--- src/design/elc_pkg.sv ---
// elc_pkg: register map, field layout, reset values and codes of the E1 tx/jitter config block
// assumes: 8-bit host port, one byte per register address
package elc_pkg;
	// =====================================================
	// register addresses
	localparam logic [7:0] ADDR_TERM = 8'h03;
	localparam logic [7:0] ADDR_JITR = 8'h04;
	localparam logic [7:0] ADDR_TPTH = 8'h05;
	localparam logic [7:0] ADDR_TDRV = 8'h06;
	localparam logic [7:0] ADDR_TAMP = 8'h07;
	// =====================================================
	// reset values and writable bits (reserved bits stay zero)
	localparam logic [7:0] RST_TERM  = 8'h00;
	localparam logic [7:0] RST_JITR  = 8'h20;
	localparam logic [7:0] RST_TPTH  = 8'h00;
	localparam logic [7:0] RST_TDRV  = 8'h10;
	localparam logic [7:0] RST_TAMP  = 8'h21;
	localparam logic [7:0] MASK_TERM = 8'h3F;
	localparam logic [7:0] MASK_JITR = 8'h3F;
	localparam logic [7:0] MASK_TPTH = 8'h1F;
	localparam logic [7:0] MASK_TDRV = 8'h3F;
	localparam logic [7:0] MASK_TAMP = 8'h3F;
	// =====================================================
	// field positions
	localparam int TTERM_LSB  = 3;
	localparam int RTERM_LSB  = 0;
	localparam int JLIM_BIT   = 5;
	localparam int JPLACE_LSB = 3;
	localparam int JDEPTH_LSB = 1;
	localparam int JCORN_BIT  = 0;
	localparam int TPD_BIT    = 4;
	localparam int TINV_BIT   = 3;
	localparam int TEDGE_BIT  = 2;
	localparam int TMODE_LSB  = 0;
	localparam int DMON_BIT   = 5;
	localparam int HIZ_BIT    = 4;
	localparam int TMPL_LSB   = 0;
	// =====================================================
	// decoded values
	localparam logic [7:0]  DEPTH_128  = 8'h80;
	localparam logic [7:0]  DEPTH_64   = 8'h40;
	localparam logic [7:0]  DEPTH_32   = 8'h20;
	localparam logic [15:0] CORNER_HI  = 16'h1A90; // 6.8 Hz in mHz
	localparam logic [15:0] CORNER_LO  = 16'h0384; // 0.9 Hz in mHz
	typedef enum logic [1:0] {TERM_INT75 = 2'h0, TERM_INT120 = 2'h1, TERM_EXT = 2'h3} term_type;
	typedef enum logic [1:0] {TMPL_75 = 2'h0, TMPL_120 = 2'h1, TMPL_RSVD = 2'h2,
		TMPL_USER = 2'h3} tmpl_type;
	typedef enum logic [1:0] {SYM_ZERO = 2'h0, SYM_MARK = 2'h1, SYM_VIOL = 2'h3,
		SYM_BIP = 2'h2} sym_type;
endpackage

--- src/design/elc_tx_if.sv ---
// elc_tx_if: transmit path settings and encoded symbol between register block and encoder
// assumes: both ends on clk_sys
`timescale 1ns/1ps
interface elc_tx_if;
	logic [1:0] mode;
	logic       inv;
	logic       edgeSel;
	logic       powerDown;
	logic       symPos;
	logic       symNeg;
	modport ctl (output mode, inv, edgeSel, powerDown, input symPos, symNeg);
	modport enc (input mode, inv, edgeSel, powerDown, output symPos, symNeg);
endinterface

--- src/design/elc_cfg_top.sv ---
// elc_cfg_top: termination, jitter attenuator and transmit path configuration registers
// with the transmit datapath they steer
// assumes: host port on clk_sys; line clock and framer data arrive asynchronously on pins
// What this block does
// - tx termination 000 internal 75, 001 internal 120, 1xx external resistors
// - rx termination low bits: 000 internal 75, 001 internal 120, 1xx external
// - attenuator placement 00/10 unused, 01 transmit path, 11 receive path
// - attenuator depth 00 gives 128 bits, 01 gives 64, 1x gives 32
// - bandwidth bit clear gives 6.8 Hz corner, set gives 0.9 Hz
// - power down bit powers transmitter off and floats the line driver
// - data invert bit makes transmit inputs active low when set
// - edge bit clear samples on falling line clock edge, set on rising
// - mode 00 takes single-rail data through HDB3 encoder and shaper
// - mode 01 takes single-rail data, encodes AMI before shaping
// - mode 1x bypasses encoder; framer drives dual-rail data on both rails
// - monitor disable bit clear keeps driver failure monitor on, set turns off
// - high impedance bit, reset 1, floats only the driver; clear restores
// - template 0000 is 75 ohm, 0001 120 ohm, 11xx user waveform
`timescale 1ns/1ps
module elc_cfg_top
	import elc_pkg::*;
(
	input  wire logic        clk_sys,
	input  wire logic        nrst,
	input  wire logic [7:0]  hostAddr,
	input  wire logic        hostWrEn,
	input  wire logic        hostRdEn,
	input  wire logic [7:0]  hostWrData,
	output logic      [7:0]  hostRdData,
	output logic             hostRdValid,
	input  wire logic        txLineClock,
	input  wire logic        txSerialIn,
	input  wire logic        txPosRail,
	input  wire logic        txNegRail,
	input  wire logic        driverFaultPin,
	output logic             txLinePos,
	output logic             txLineNeg,
	output logic             txLineOeN,
	output logic             txPowerDown,
	output logic             driverFailAlarm,
	output term_type         txTermSel,
	output term_type         rxTermSel,
	output logic             jitTxPath,
	output logic             jitRxPath,
	output logic             jitLimitMode,
	output logic      [7:0]  jitDepthBits,
	output logic      [15:0] jitCornerMilliHz,
	output tmpl_type         tmplSel,
	output logic      [5:0]  ampScale
);
	logic [7:0] term_ff;
	logic [7:0] jitr_ff;
	logic [7:0] tpth_ff;
	logic [7:0] tdrv_ff;
	logic [7:0] tamp_ff;
	logic [7:0] nxt_rdData;
	logic [4:0] pinLvl;
	logic [4:0] pinRise;
	logic [4:0] pinFall;
	logic       txLinePos_ff;
	logic       txLineNeg_ff;
	logic       txLineOeN_ff;
	logic       drvAlarm_ff;
	logic [7:0] rdData_ff;
	logic       rdValid_ff;
	logic       wrTerm;
	logic       wrJitr;
	logic       wrTpth;
	logic       wrTdrv;
	logic       wrTamp;
	logic       driverOff;

	elc_tx_if tx ();

	// =====================================================
	// host writes; reserved bits are masked so they always hold zero
	assign wrTerm = hostWrEn && (hostAddr == ADDR_TERM);
	assign wrJitr = hostWrEn && (hostAddr == ADDR_JITR);
	assign wrTpth = hostWrEn && (hostAddr == ADDR_TPTH);
	assign wrTdrv = hostWrEn && (hostAddr == ADDR_TDRV);
	assign wrTamp = hostWrEn && (hostAddr == ADDR_TAMP);

	always_ff @(posedge clk_sys) begin
		if (!nrst) begin
			term_ff <= RST_TERM;
			jitr_ff <= RST_JITR;
			tpth_ff <= RST_TPTH;
			tdrv_ff <= RST_TDRV;
			tamp_ff <= RST_TAMP;
		end else begin
			if (wrTerm) begin
				term_ff <= hostWrData & MASK_TERM;
			end
			if (wrJitr) begin
				jitr_ff <= hostWrData & MASK_JITR;
			end
			if (wrTpth) begin
				tpth_ff <= hostWrData & MASK_TPTH;
			end
			if (wrTdrv) begin
				// top two bits dropped; software is expected to keep them zero
				tdrv_ff <= hostWrData & MASK_TDRV;
			end
			if (wrTamp) begin
				tamp_ff <= hostWrData & MASK_TAMP;
			end
		end
	end

	// =====================================================
	// host reads: data one cycle after the strobe, unmapped reads give zero
	always_comb begin
		unique case (hostAddr)
			ADDR_TERM: nxt_rdData = term_ff;
			ADDR_JITR: nxt_rdData = jitr_ff;
			ADDR_TPTH: nxt_rdData = tpth_ff;
			ADDR_TDRV: nxt_rdData = tdrv_ff;
			ADDR_TAMP: nxt_rdData = tamp_ff;
			default:   nxt_rdData = 8'h00;
		endcase
	end

	always_ff @(posedge clk_sys) begin
		if (!nrst) begin
			rdData_ff  <= 8'h00;
			rdValid_ff <= 1'b0;
		end else begin
			rdValid_ff <= hostRdEn;
			if (hostRdEn) begin
				rdData_ff <= nxt_rdData;
			end
		end
	end

	assign hostRdData  = rdData_ff;
	assign hostRdValid = rdValid_ff;

	// =====================================================
	// termination decode
	function automatic term_type termDecode(input logic [2:0] code);
		if (code[2]) begin
			termDecode = TERM_EXT;
		end else if (code == 3'h1) begin
			termDecode = TERM_INT120;
		end else begin
			// 010 and 011 are undefined; internal 75 ohm is the safe choice
			termDecode = TERM_INT75;
		end
	endfunction

	assign txTermSel = termDecode(term_ff[TTERM_LSB +: 3]);
	assign rxTermSel = termDecode(term_ff[RTERM_LSB +: 3]);

	// =====================================================
	// jitter attenuator settings
	assign jitLimitMode = jitr_ff[JLIM_BIT];
	assign jitTxPath    = (jitr_ff[JPLACE_LSB +: 2] == 2'h1);
	assign jitRxPath    = (jitr_ff[JPLACE_LSB +: 2] == 2'h3);

	always_comb begin
		if (jitr_ff[JDEPTH_LSB + 1]) begin
			jitDepthBits = DEPTH_32;
		end else if (jitr_ff[JDEPTH_LSB]) begin
			jitDepthBits = DEPTH_64;
		end else begin
			jitDepthBits = DEPTH_128;
		end
	end

	assign jitCornerMilliHz = jitr_ff[JCORN_BIT] ? CORNER_LO : CORNER_HI;

	// =====================================================
	// template and amplitude
	always_comb begin
		unique case (tdrv_ff[TMPL_LSB +: 4])
			4'h0:                   tmplSel = TMPL_75;
			4'h1:                   tmplSel = TMPL_120;
			4'hC, 4'hD, 4'hE, 4'hF: tmplSel = TMPL_USER;
			default:                tmplSel = TMPL_RSVD;
		endcase
	end

	assign ampScale = tamp_ff[5:0];

	// =====================================================
	// pin inputs: line clock, serial data, both rails, driver fault sense
	elc_in_sync #(
		.W (5)
	) u_sync (
		.clk_sys (clk_sys),
		.nrst    (nrst),
		.pinIn   ({driverFaultPin, txNegRail, txPosRail, txSerialIn, txLineClock}),
		.level   (pinLvl),
		.rise    (pinRise),
		.fall    (pinFall)
	);

	assign tx.mode      = tpth_ff[TMODE_LSB +: 2];
	assign tx.inv       = tpth_ff[TINV_BIT];
	assign tx.edgeSel   = tpth_ff[TEDGE_BIT];
	assign tx.powerDown = tpth_ff[TPD_BIT];
	assign txPowerDown  = tpth_ff[TPD_BIT];

	elc_tx_encoder u_enc (
		.clk_sys    (clk_sys),
		.nrst       (nrst),
		.sampleRise (pinRise[0]),
		.sampleFall (pinFall[0]),
		.dataIn     (pinLvl[1]),
		.posIn      (pinLvl[2]),
		.negIn      (pinLvl[3]),
		.tx         (tx)
	);

	// =====================================================
	// line driver: high impedance floats only the driver, encoder keeps running
	assign driverOff = tpth_ff[TPD_BIT] || tdrv_ff[HIZ_BIT];

	always_ff @(posedge clk_sys) begin
		if (!nrst) begin
			txLinePos_ff <= 1'b0;
			txLineNeg_ff <= 1'b0;
			txLineOeN_ff <= 1'b1;
		end else begin
			txLinePos_ff <= tx.symPos;
			txLineNeg_ff <= tx.symNeg;
			txLineOeN_ff <= driverOff;
		end
	end

	assign txLinePos = txLinePos_ff;
	assign txLineNeg = txLineNeg_ff;
	assign txLineOeN = txLineOeN_ff;

	// fault sense is meaningless while powered down, so alarm is masked too
	always_ff @(posedge clk_sys) begin
		if (!nrst) begin
			drvAlarm_ff <= 1'b0;
		end else begin
			drvAlarm_ff <= pinLvl[4] && !tdrv_ff[DMON_BIT] && !tpth_ff[TPD_BIT];
		end
	end

	assign driverFailAlarm = drvAlarm_ff;
endmodule

--- src/design/elc_in_sync.sv ---
// elc_in_sync: three-stage synchroniser with agreement filter for pin inputs
// assumes: inputs asynchronous to clk_sys, slower than clk_sys/4
`timescale 1ns/1ps
module elc_in_sync #(
	parameter int W = 1
) (
	input  wire logic         clk_sys,
	input  wire logic         nrst,
	input  wire logic [W-1:0] pinIn,
	output logic      [W-1:0] level,
	output logic      [W-1:0] rise,
	output logic      [W-1:0] fall
);
	logic [W-1:0] s1_ff;
	logic [W-1:0] s2_ff;
	logic [W-1:0] s3_ff;
	logic [W-1:0] lvl_ff;

	// =====================================================
	// stage chain; s1 only feeds s2
	always_ff @(posedge clk_sys) begin
		if (!nrst) begin
			s1_ff <= '0;
			s2_ff <= '0;
			s3_ff <= '0;
		end else begin
			s1_ff <= pinIn;
			s2_ff <= s1_ff;
			s3_ff <= s2_ff;
		end
	end

	// a change counts once stages two and three agree
	always_ff @(posedge clk_sys) begin
		if (!nrst) begin
			lvl_ff <= '0;
		end else begin
			lvl_ff <= (s2_ff & s3_ff) | (lvl_ff & (s2_ff | s3_ff));
		end
	end

	assign level = lvl_ff;
	assign rise  = s2_ff & s3_ff & ~lvl_ff;
	assign fall  = ~s2_ff & ~s3_ff & lvl_ff;
endmodule

--- src/design/elc_tx_encoder.sv ---
// elc_tx_encoder: HDB3 / AMI line encoder with dual-rail bypass
// assumes: sample pulses from elc_in_sync, one per line clock edge
`timescale 1ns/1ps
module elc_tx_encoder
	import elc_pkg::*;
(
	input  wire logic clk_sys,
	input  wire logic nrst,
	input  wire logic sampleRise,
	input  wire logic sampleFall,
	input  wire logic dataIn,
	input  wire logic posIn,
	input  wire logic negIn,
	elc_tx_if.enc     tx
);
	sym_type    pipe_ff [4];
	logic [1:0] zeroCnt_ff;
	logic       pulsePar_ff;
	logic       lastPol_ff;
	logic       stb;
	logic       din;
	logic       hdb3;
	logic       fill4;
	sym_type    inSym;
	logic       hold;

	assign hold  = !nrst || tx.powerDown;
	assign stb   = tx.edgeSel ? sampleRise : sampleFall;
	assign din   = dataIn ^ tx.inv;
	assign hdb3  = (tx.mode == 2'h0);
	// fourth zero in a row: violation, preceded by B when pulse count is even
	assign fill4 = hdb3 && !din && (zeroCnt_ff == 2'h3);
	assign inSym = fill4 ? SYM_VIOL : (din ? SYM_MARK : SYM_ZERO);

	// =====================================================
	// four-bit look-ahead pipe; costs four bit times of latency
	always_ff @(posedge clk_sys) begin
		if (hold) begin
			for (int i = 0; i < 4; i++) begin
				pipe_ff[i] <= SYM_ZERO;
			end
		end else if (stb) begin
			pipe_ff[0] <= inSym;
			pipe_ff[1] <= pipe_ff[0];
			pipe_ff[2] <= pipe_ff[1];
			pipe_ff[3] <= (fill4 && !pulsePar_ff) ? SYM_BIP : pipe_ff[2];
		end
	end

	always_ff @(posedge clk_sys) begin
		if (hold) begin
			zeroCnt_ff  <= 2'h0;
			pulsePar_ff <= 1'b0;
		end else if (stb) begin
			zeroCnt_ff  <= (din || fill4) ? 2'h0 : zeroCnt_ff + 2'h1;
			pulsePar_ff <= fill4 ? 1'b0 : (pulsePar_ff ^ din);
		end
	end

	// =====================================================
	// rail drive, held for the whole bit
	always_ff @(posedge clk_sys) begin
		if (hold) begin
			tx.symPos  <= 1'b0;
			tx.symNeg  <= 1'b0;
			lastPol_ff <= 1'b0;
		end else if (stb) begin
			if (tx.mode[1]) begin
				tx.symPos <= posIn ^ tx.inv;
				tx.symNeg <= negIn ^ tx.inv;
			end else begin
				unique case (pipe_ff[3])
					SYM_MARK, SYM_BIP: begin
						tx.symPos  <= !lastPol_ff;
						tx.symNeg  <= lastPol_ff;
						lastPol_ff <= !lastPol_ff;
					end
					SYM_VIOL: begin
						tx.symPos <= lastPol_ff;
						tx.symNeg <= !lastPol_ff;
					end
					SYM_ZERO: begin
						tx.symPos <= 1'b0;
						tx.symNeg <= 1'b0;
					end
				endcase
			end
		end
	end
endmodule

--- config.mk ---
export PLATFORM = sky130hd
export DESIGN_NAME = elc_cfg_top
export DESIGN_NICKNAME = d
export VERILOG_FILES = /design/src/design/elc_pkg.sv /design/src/design/elc_tx_if.sv /design/src/design/elc_cfg_top.sv /design/src/design/elc_in_sync.sv /design/src/design/elc_tx_encoder.sv
export SDC_FILE = /design/constraint.sdc
export NUM_CORES = 1
export LEC_CHECK = 0
export BUFFER_PORTS_ARGS = -buffer_cell sky130_fd_sc_hd__buf_2
export CORE_MARGIN = 4
export CORE_UTILIZATION = 45
export CTS_CLUSTER_SIZE = 24
export DETAILED_ROUTE_END_ITERATION = 12
export GPL_TIMING_DRIVEN = 1
export MAX_ROUTING_LAYER = met4
export PLACE_DENSITY = 0.77
export RECOVER_POWER = 50
export SYNTH_ARGS = -nofsm -noshare
export SYNTH_HDL_FRONTEND = slang
export SYNTH_HIERARCHICAL = 1
export SYNTH_SLANG_ARGS = --single-unit
--- constraint.sdc ---
create_clock -name clk_sys -period 2.2 [get_ports clk_sys]
set_input_delay 0.44 -clock clk_sys [delete_from_list [all_inputs] [get_ports clk_sys]]
set_output_delay 0.44 -clock clk_sys [all_outputs]
set_load 0.05 [all_outputs]
## Word-level counts from Yosys, hierarchy flattened

Memories as Yosys holds them, arrays and structs flattened.
Index checks and enable logic that the tools add are counted.

| word-level totals | value |
|---|---|
| memories | 1 |
| bits in registers | 68 |
| bits in writable memories | 8 |
| output and inout port bits | 53 |

Memories:

| memory | words | bits a word | read ports | clocked after memory_dff | write ports | line | text |
|---|---|---|---|---|---|---|---|
| u_enc.pipe_ff | 4 | 2 | 4 | 0 | 4 | elc_tx_encoder.sv:16 | `sym_type pipe_ff [4];` |

| cells by class | value |
|---|---|
| add/subtract/negate cells | 1 |
| equal/unequal tests | 18 |
| multiplexer cells | 28 |
| bitwise gates (word level) | 19 |
| reduce and logical (&&, ||, !) cells | 25 |

Operators by type and width:

| cell | count |
|---|---|
| $eq 8x3->1 const B | 4 |
| $pmux 6 s5 | 1 |
| $mux 2 | 9 |
| $eq 4x4->1 const B | 4 |
| $mux 8 | 2 |
| $mux 13 | 1 |
| $mux 1 | 12 |
| $and 5x5->5 | 2 |
| $logic_and 1x1->1 | 10 |
| $or 5x5->5 | 2 |
| $eq 2x2->1 const B | 4 |
| $eq 8x2->1 const B | 1 |
| $eq 3x1->1 const B | 2 |
| $logic_not 1->1 | 6 |
| $pmux 1 s3 | 2 |
| $pmux 2 s3 | 1 |
| $eq 2x1->1 const B | 2 |
| $eq 4x1->1 const B | 1 |
| $logic_not 2->1 | 2 |
| $logic_not 4->1 | 1 |
| $not 1->1 | 4 |
| $or 1x1->1 | 4 |
| $reduce_or 4->1 | 1 |
| $xor 1x1->1 | 4 |
| other kinds (5) | 9 |

## Logic depth before layout (Yosys ltp)

| depth | value |
|---|---|
| word-level depth | 8 |
| mapped depth | 6 |

## By module

The synthesis kept the hierarchy.

Modules (own cells, without submodules):

| module | area an instance (um^2) | cells an instance | times used |
|---|---|---|---|
| elc_cfg_top | 2026.9 | 210 | 1 |
| elc_tx_encoder | 700.7 | 61 | 1 |
| elc_in_sync | 665.6 | 67 | 1 |

## Worst setup path after synthesis

OpenSTA, ideal clock, no wires.

| path | value |
|---|---|
| path type | register to output |
| start point | register tdrv_ff[1] |
| end point | output tmplSel[0] |
| stages on the path, launching flop included | 3 |
| required time | 1.760 ns |
| path buffers | 0 |
| path slack | -0.324 ns |
| arrival time | 2.084 ns |
| path through | dfxtp_1 > or3_1 > o21ai_0 |

| on the way | value |
|---|---|
| word-level cells in the longest chain between the ends | 3 |
| elaborated cells on any way between the ends | 8 |
| those cells by class | eq/ne (5); mux (1); reduce/logical (2) |

Ends and longest elaborated chain:

| what | line | text |
|---|---|---|
| start, declared | elc_cfg_top.sv:54 | `logic [7:0] tdrv_ff;` |
| start signal, assigned | elc_cfg_top.sv:102 | `tdrv_ff <= hostWrData & MASK_TDRV;` |
| $eq 4x4->1 | elc_cfg_top.sv:175 | `unique case (tdrv_ff[TMPL_LSB +: 4])` |
| $reduce_or 4->1 | elc_cfg_top.sv:175 |  |
| $pmux 2 s3 (*) | elc_cfg_top.sv:175 |  |
| end, declared | elc_cfg_top.sv:48 | `output tmpl_type tmplSel,` |

Every way passes the cells marked *; elsewhere a longest branch is shown, timed or not.

## Final worst setup path

Ends and elaborated chain as after synthesis.

==> flow_summary_export.csv <==
group,metric,value,unit
clocking,insertion_delay,0.35,ns
critical_path,path_class,"flip-flop to output pin",
power_and_ir_drop,irDropWorstVdd,0.430,mV
layout,finish.utilization,52.5,%
layout,seq_area,1560,um2
floorplanning,num_io_pins,78,
global_route,grt_pass1_wl,11100,um
timing,finalClockSkew,0.00765,ns
clocking,clkTransAtPathRegs,0.08,ns
routing,wl,6840,um
synth,syn_avg_cell_area,10.2,um2
timing,slew_viol_final,0,
timing,finalWorstPathRequiredPeriod,1.91,ns
timing,rsz0062_at_grt,"no",
critical_path,cp_slowest_cell,"or3_1",
layout,fillers,709,
placed_design,io_buffers,57,
layout,diodes,0,
critical_path,critical_path.max_stage_delay,0.39,ns
worst_hold_path,hp-start,"txNegRail",
synth,yosysWarnings,6,
power_and_ir_drop,power,0.00277,W
timing,setup_violations,0,
routing,first_iter_violations,103,
floorplanning,rows,31,
timing,hold_violations,0,
worst_hold_path,hp-class,"input port to flip-flop",
power_and_ir_drop,powerDensity,731,nW/um2
layout,synthToLayoutAreaGrowth,13.7,%
critical_path,endpoint_kind,"output pin",
clocking,cts_tree,"built",
layout,multiInputGateArea,1550,um2
clocking,cts.path.max_buffers,2,
run,maxCapViolCount,0,
timing,fmax,523,MHz
global_route,grt_remaining_overflow,0,
worst_hold_path,min_path_cells,2,
placed_design,place_congestion,0.816,
floorplanning,die_y,94.1,um
critical_path,critPathTopFamily,"simple AND/OR/NAND/NOR gates",
clocking,numCtsBuffers,9,
synth,netlist_area,3330,um2
floorplanning,core,7210,um2
global_route,grt_pass1_vias,2274,
worst_hold_path,holdPathEnd,"u_sync/s1_ff[3]$_SDFF_PN0_",
placed_design,hpwl,4820,um
routing,via_count,2414,
clocking,cts-root-buf,"clkbuf_8",
critical_path,reg2reg_depth,2,
power_and_ir_drop,p_leak,1.66,nW
critical_path,cp_data_required_time,1.76,ns
routing,avgRoutedWirePerCell,14.2,um
clocking,cts_max_level,3,
timing,tightestPinTransition,0.996,ns
floorplanning,start_util,46.2,%
timing,tns,0,ns
critical_path,rr_startpoint,"tpth_ff[2]$_SDFFE_PN0P_",
clocking,cts_sinks,74,
critical_path,worst_ep_arrival_time,1.47,ns
critical_path,reg2reg_slack,0.60,ns
timing,whs,0.289,ns
critical_path,worst-path-buf-inv,1,
routing,drt-vias-per-instance,5.02,
global_route,grt_use_total,16.8,%
timing,period_share,86.9,%
critical_path,r2r_end,"u_enc/pipe_ff[0][1]$_SDFFCE_PN0P_",
global_route,grt_max_degree,64,
timing,relSlewSlack,33.6,%
critical_path,cp-start-kind,"flip-flop",
clocking,post_cts_resized,0,
layout,nNetsFinal,405,
floorplanning,chipWidth,94.1,um
clocking,cts_setup_buffers,0,
routing,route.detailed.drc,0,
clocking,cts_hold_buf,0,
routing,first_pass_iters,4,
floorplanning,die_area,8850,um2
global_route,antenna_found_initial,0,
synth,synth_cells,326,
critical_path,cp_cell_sequence,"or3_1, o21ai_1, buf_2",
critical_path,crit_fanout,3,
outcome,status,"finished clean",
layout,drive_gt1_share,18.8,%
routing,ant_nets,0,
[per-layer routing]
| layer | routed length, um | share of wire [%] | global-route usage [%] |
|---|---|---|---|
| met2 | 3320 | 49 | 26.7 |
| met4 | 108 | 1.6 | 7.94 |
| met5 | 0 | 0 | - |
| met3 | 453 | 6.6 | 4.57 |
| met1 | 2960 | 43 | 19.6 |
[final cells by class]
type,instances,share of cell area (%)
Clock buffer,11,4.03
Clock inverter,4,1.95
Inverter,9,0.892
Multi-Input combinational cell,222,41.0
Sequential cell,74,41.2
Tap cell,99,3.27
Timing Repair Buffer,62,7.69
[cells in the final DEF (no fill, tap or decap), types with 9 or more instances in the layout]
cell type / count
and2_1: 17
buf_2: 40
inv_1: 9
nand2_1: 19
dfxtp_1: 66
nor2b_1: 30
conb_1: 18
mux2i_1: 33
clkbuf_1: 20
clkbuf_8: 9
[report_power, final]
group	total (W)	internal, W	switching (W)
logic	0.000192	0.0000483	0.000144
clock network	0.00119	0.000702	0.000491
registers	0.00139	0.00138	0.00000681
[stage by stage]
stage,instances,setup slack (ns),area [um2]
floorplan,342,0.0596,3390
global placement,466,0.325,3590
detailed placement,466,0.302,3590
CTS,481,0.270,3820
global route,481,0.229,3790
finish,481,0.288,3790
[worst max path at each step]
stage	from	endpoint	slack [ns]	depth (start not counted)
2_1_floorplan	tdrv_ff[1]$_SDFFE_PN0P_	tmplSel[0]	0.06	2
6_report	tdrv_ff[1]$_SDFFE_PN0P_	tmplSel[0]	0.29	3
5_1_grt	tdrv_ff[1]$_SDFFE_PN0P_	tmplSel[0]	0.23	3
3_3_place_gp	hostAddr[2]	jitr_ff[5]$_SDFFE_PN1P_	0.33	6
3_5_place_dp	hostAddr[2]	tpth_ff[1]$_SDFFE_PN0P_	0.30	6
4_1_cts	tdrv_ff[1]$_SDFFE_PN0P_	tmplSel[0]	0.27	3
[registers in the layout (all words and copies together) (netlist names), 2 cells and up]
signal	cells
hostRdData	6
u_enc/pipe_ff	8
u_sync/s3_ff	5
u_sync/s1_ff	5
u_sync/level	5
tpth_ff	5
term_ff	6
tdrv_ff	6
u_sync/s2_ff	5
tamp_ff	6
jitr_ff	6
u_enc/zeroCnt_ff	2
[worst reg2reg max path, cell delays in order, from the launching register on]
cell and delay, ns:
dfxtp_1 0.41, mux2i_1 0.52, nand2_1 0.36
Power figures use the tool's default switching activity.
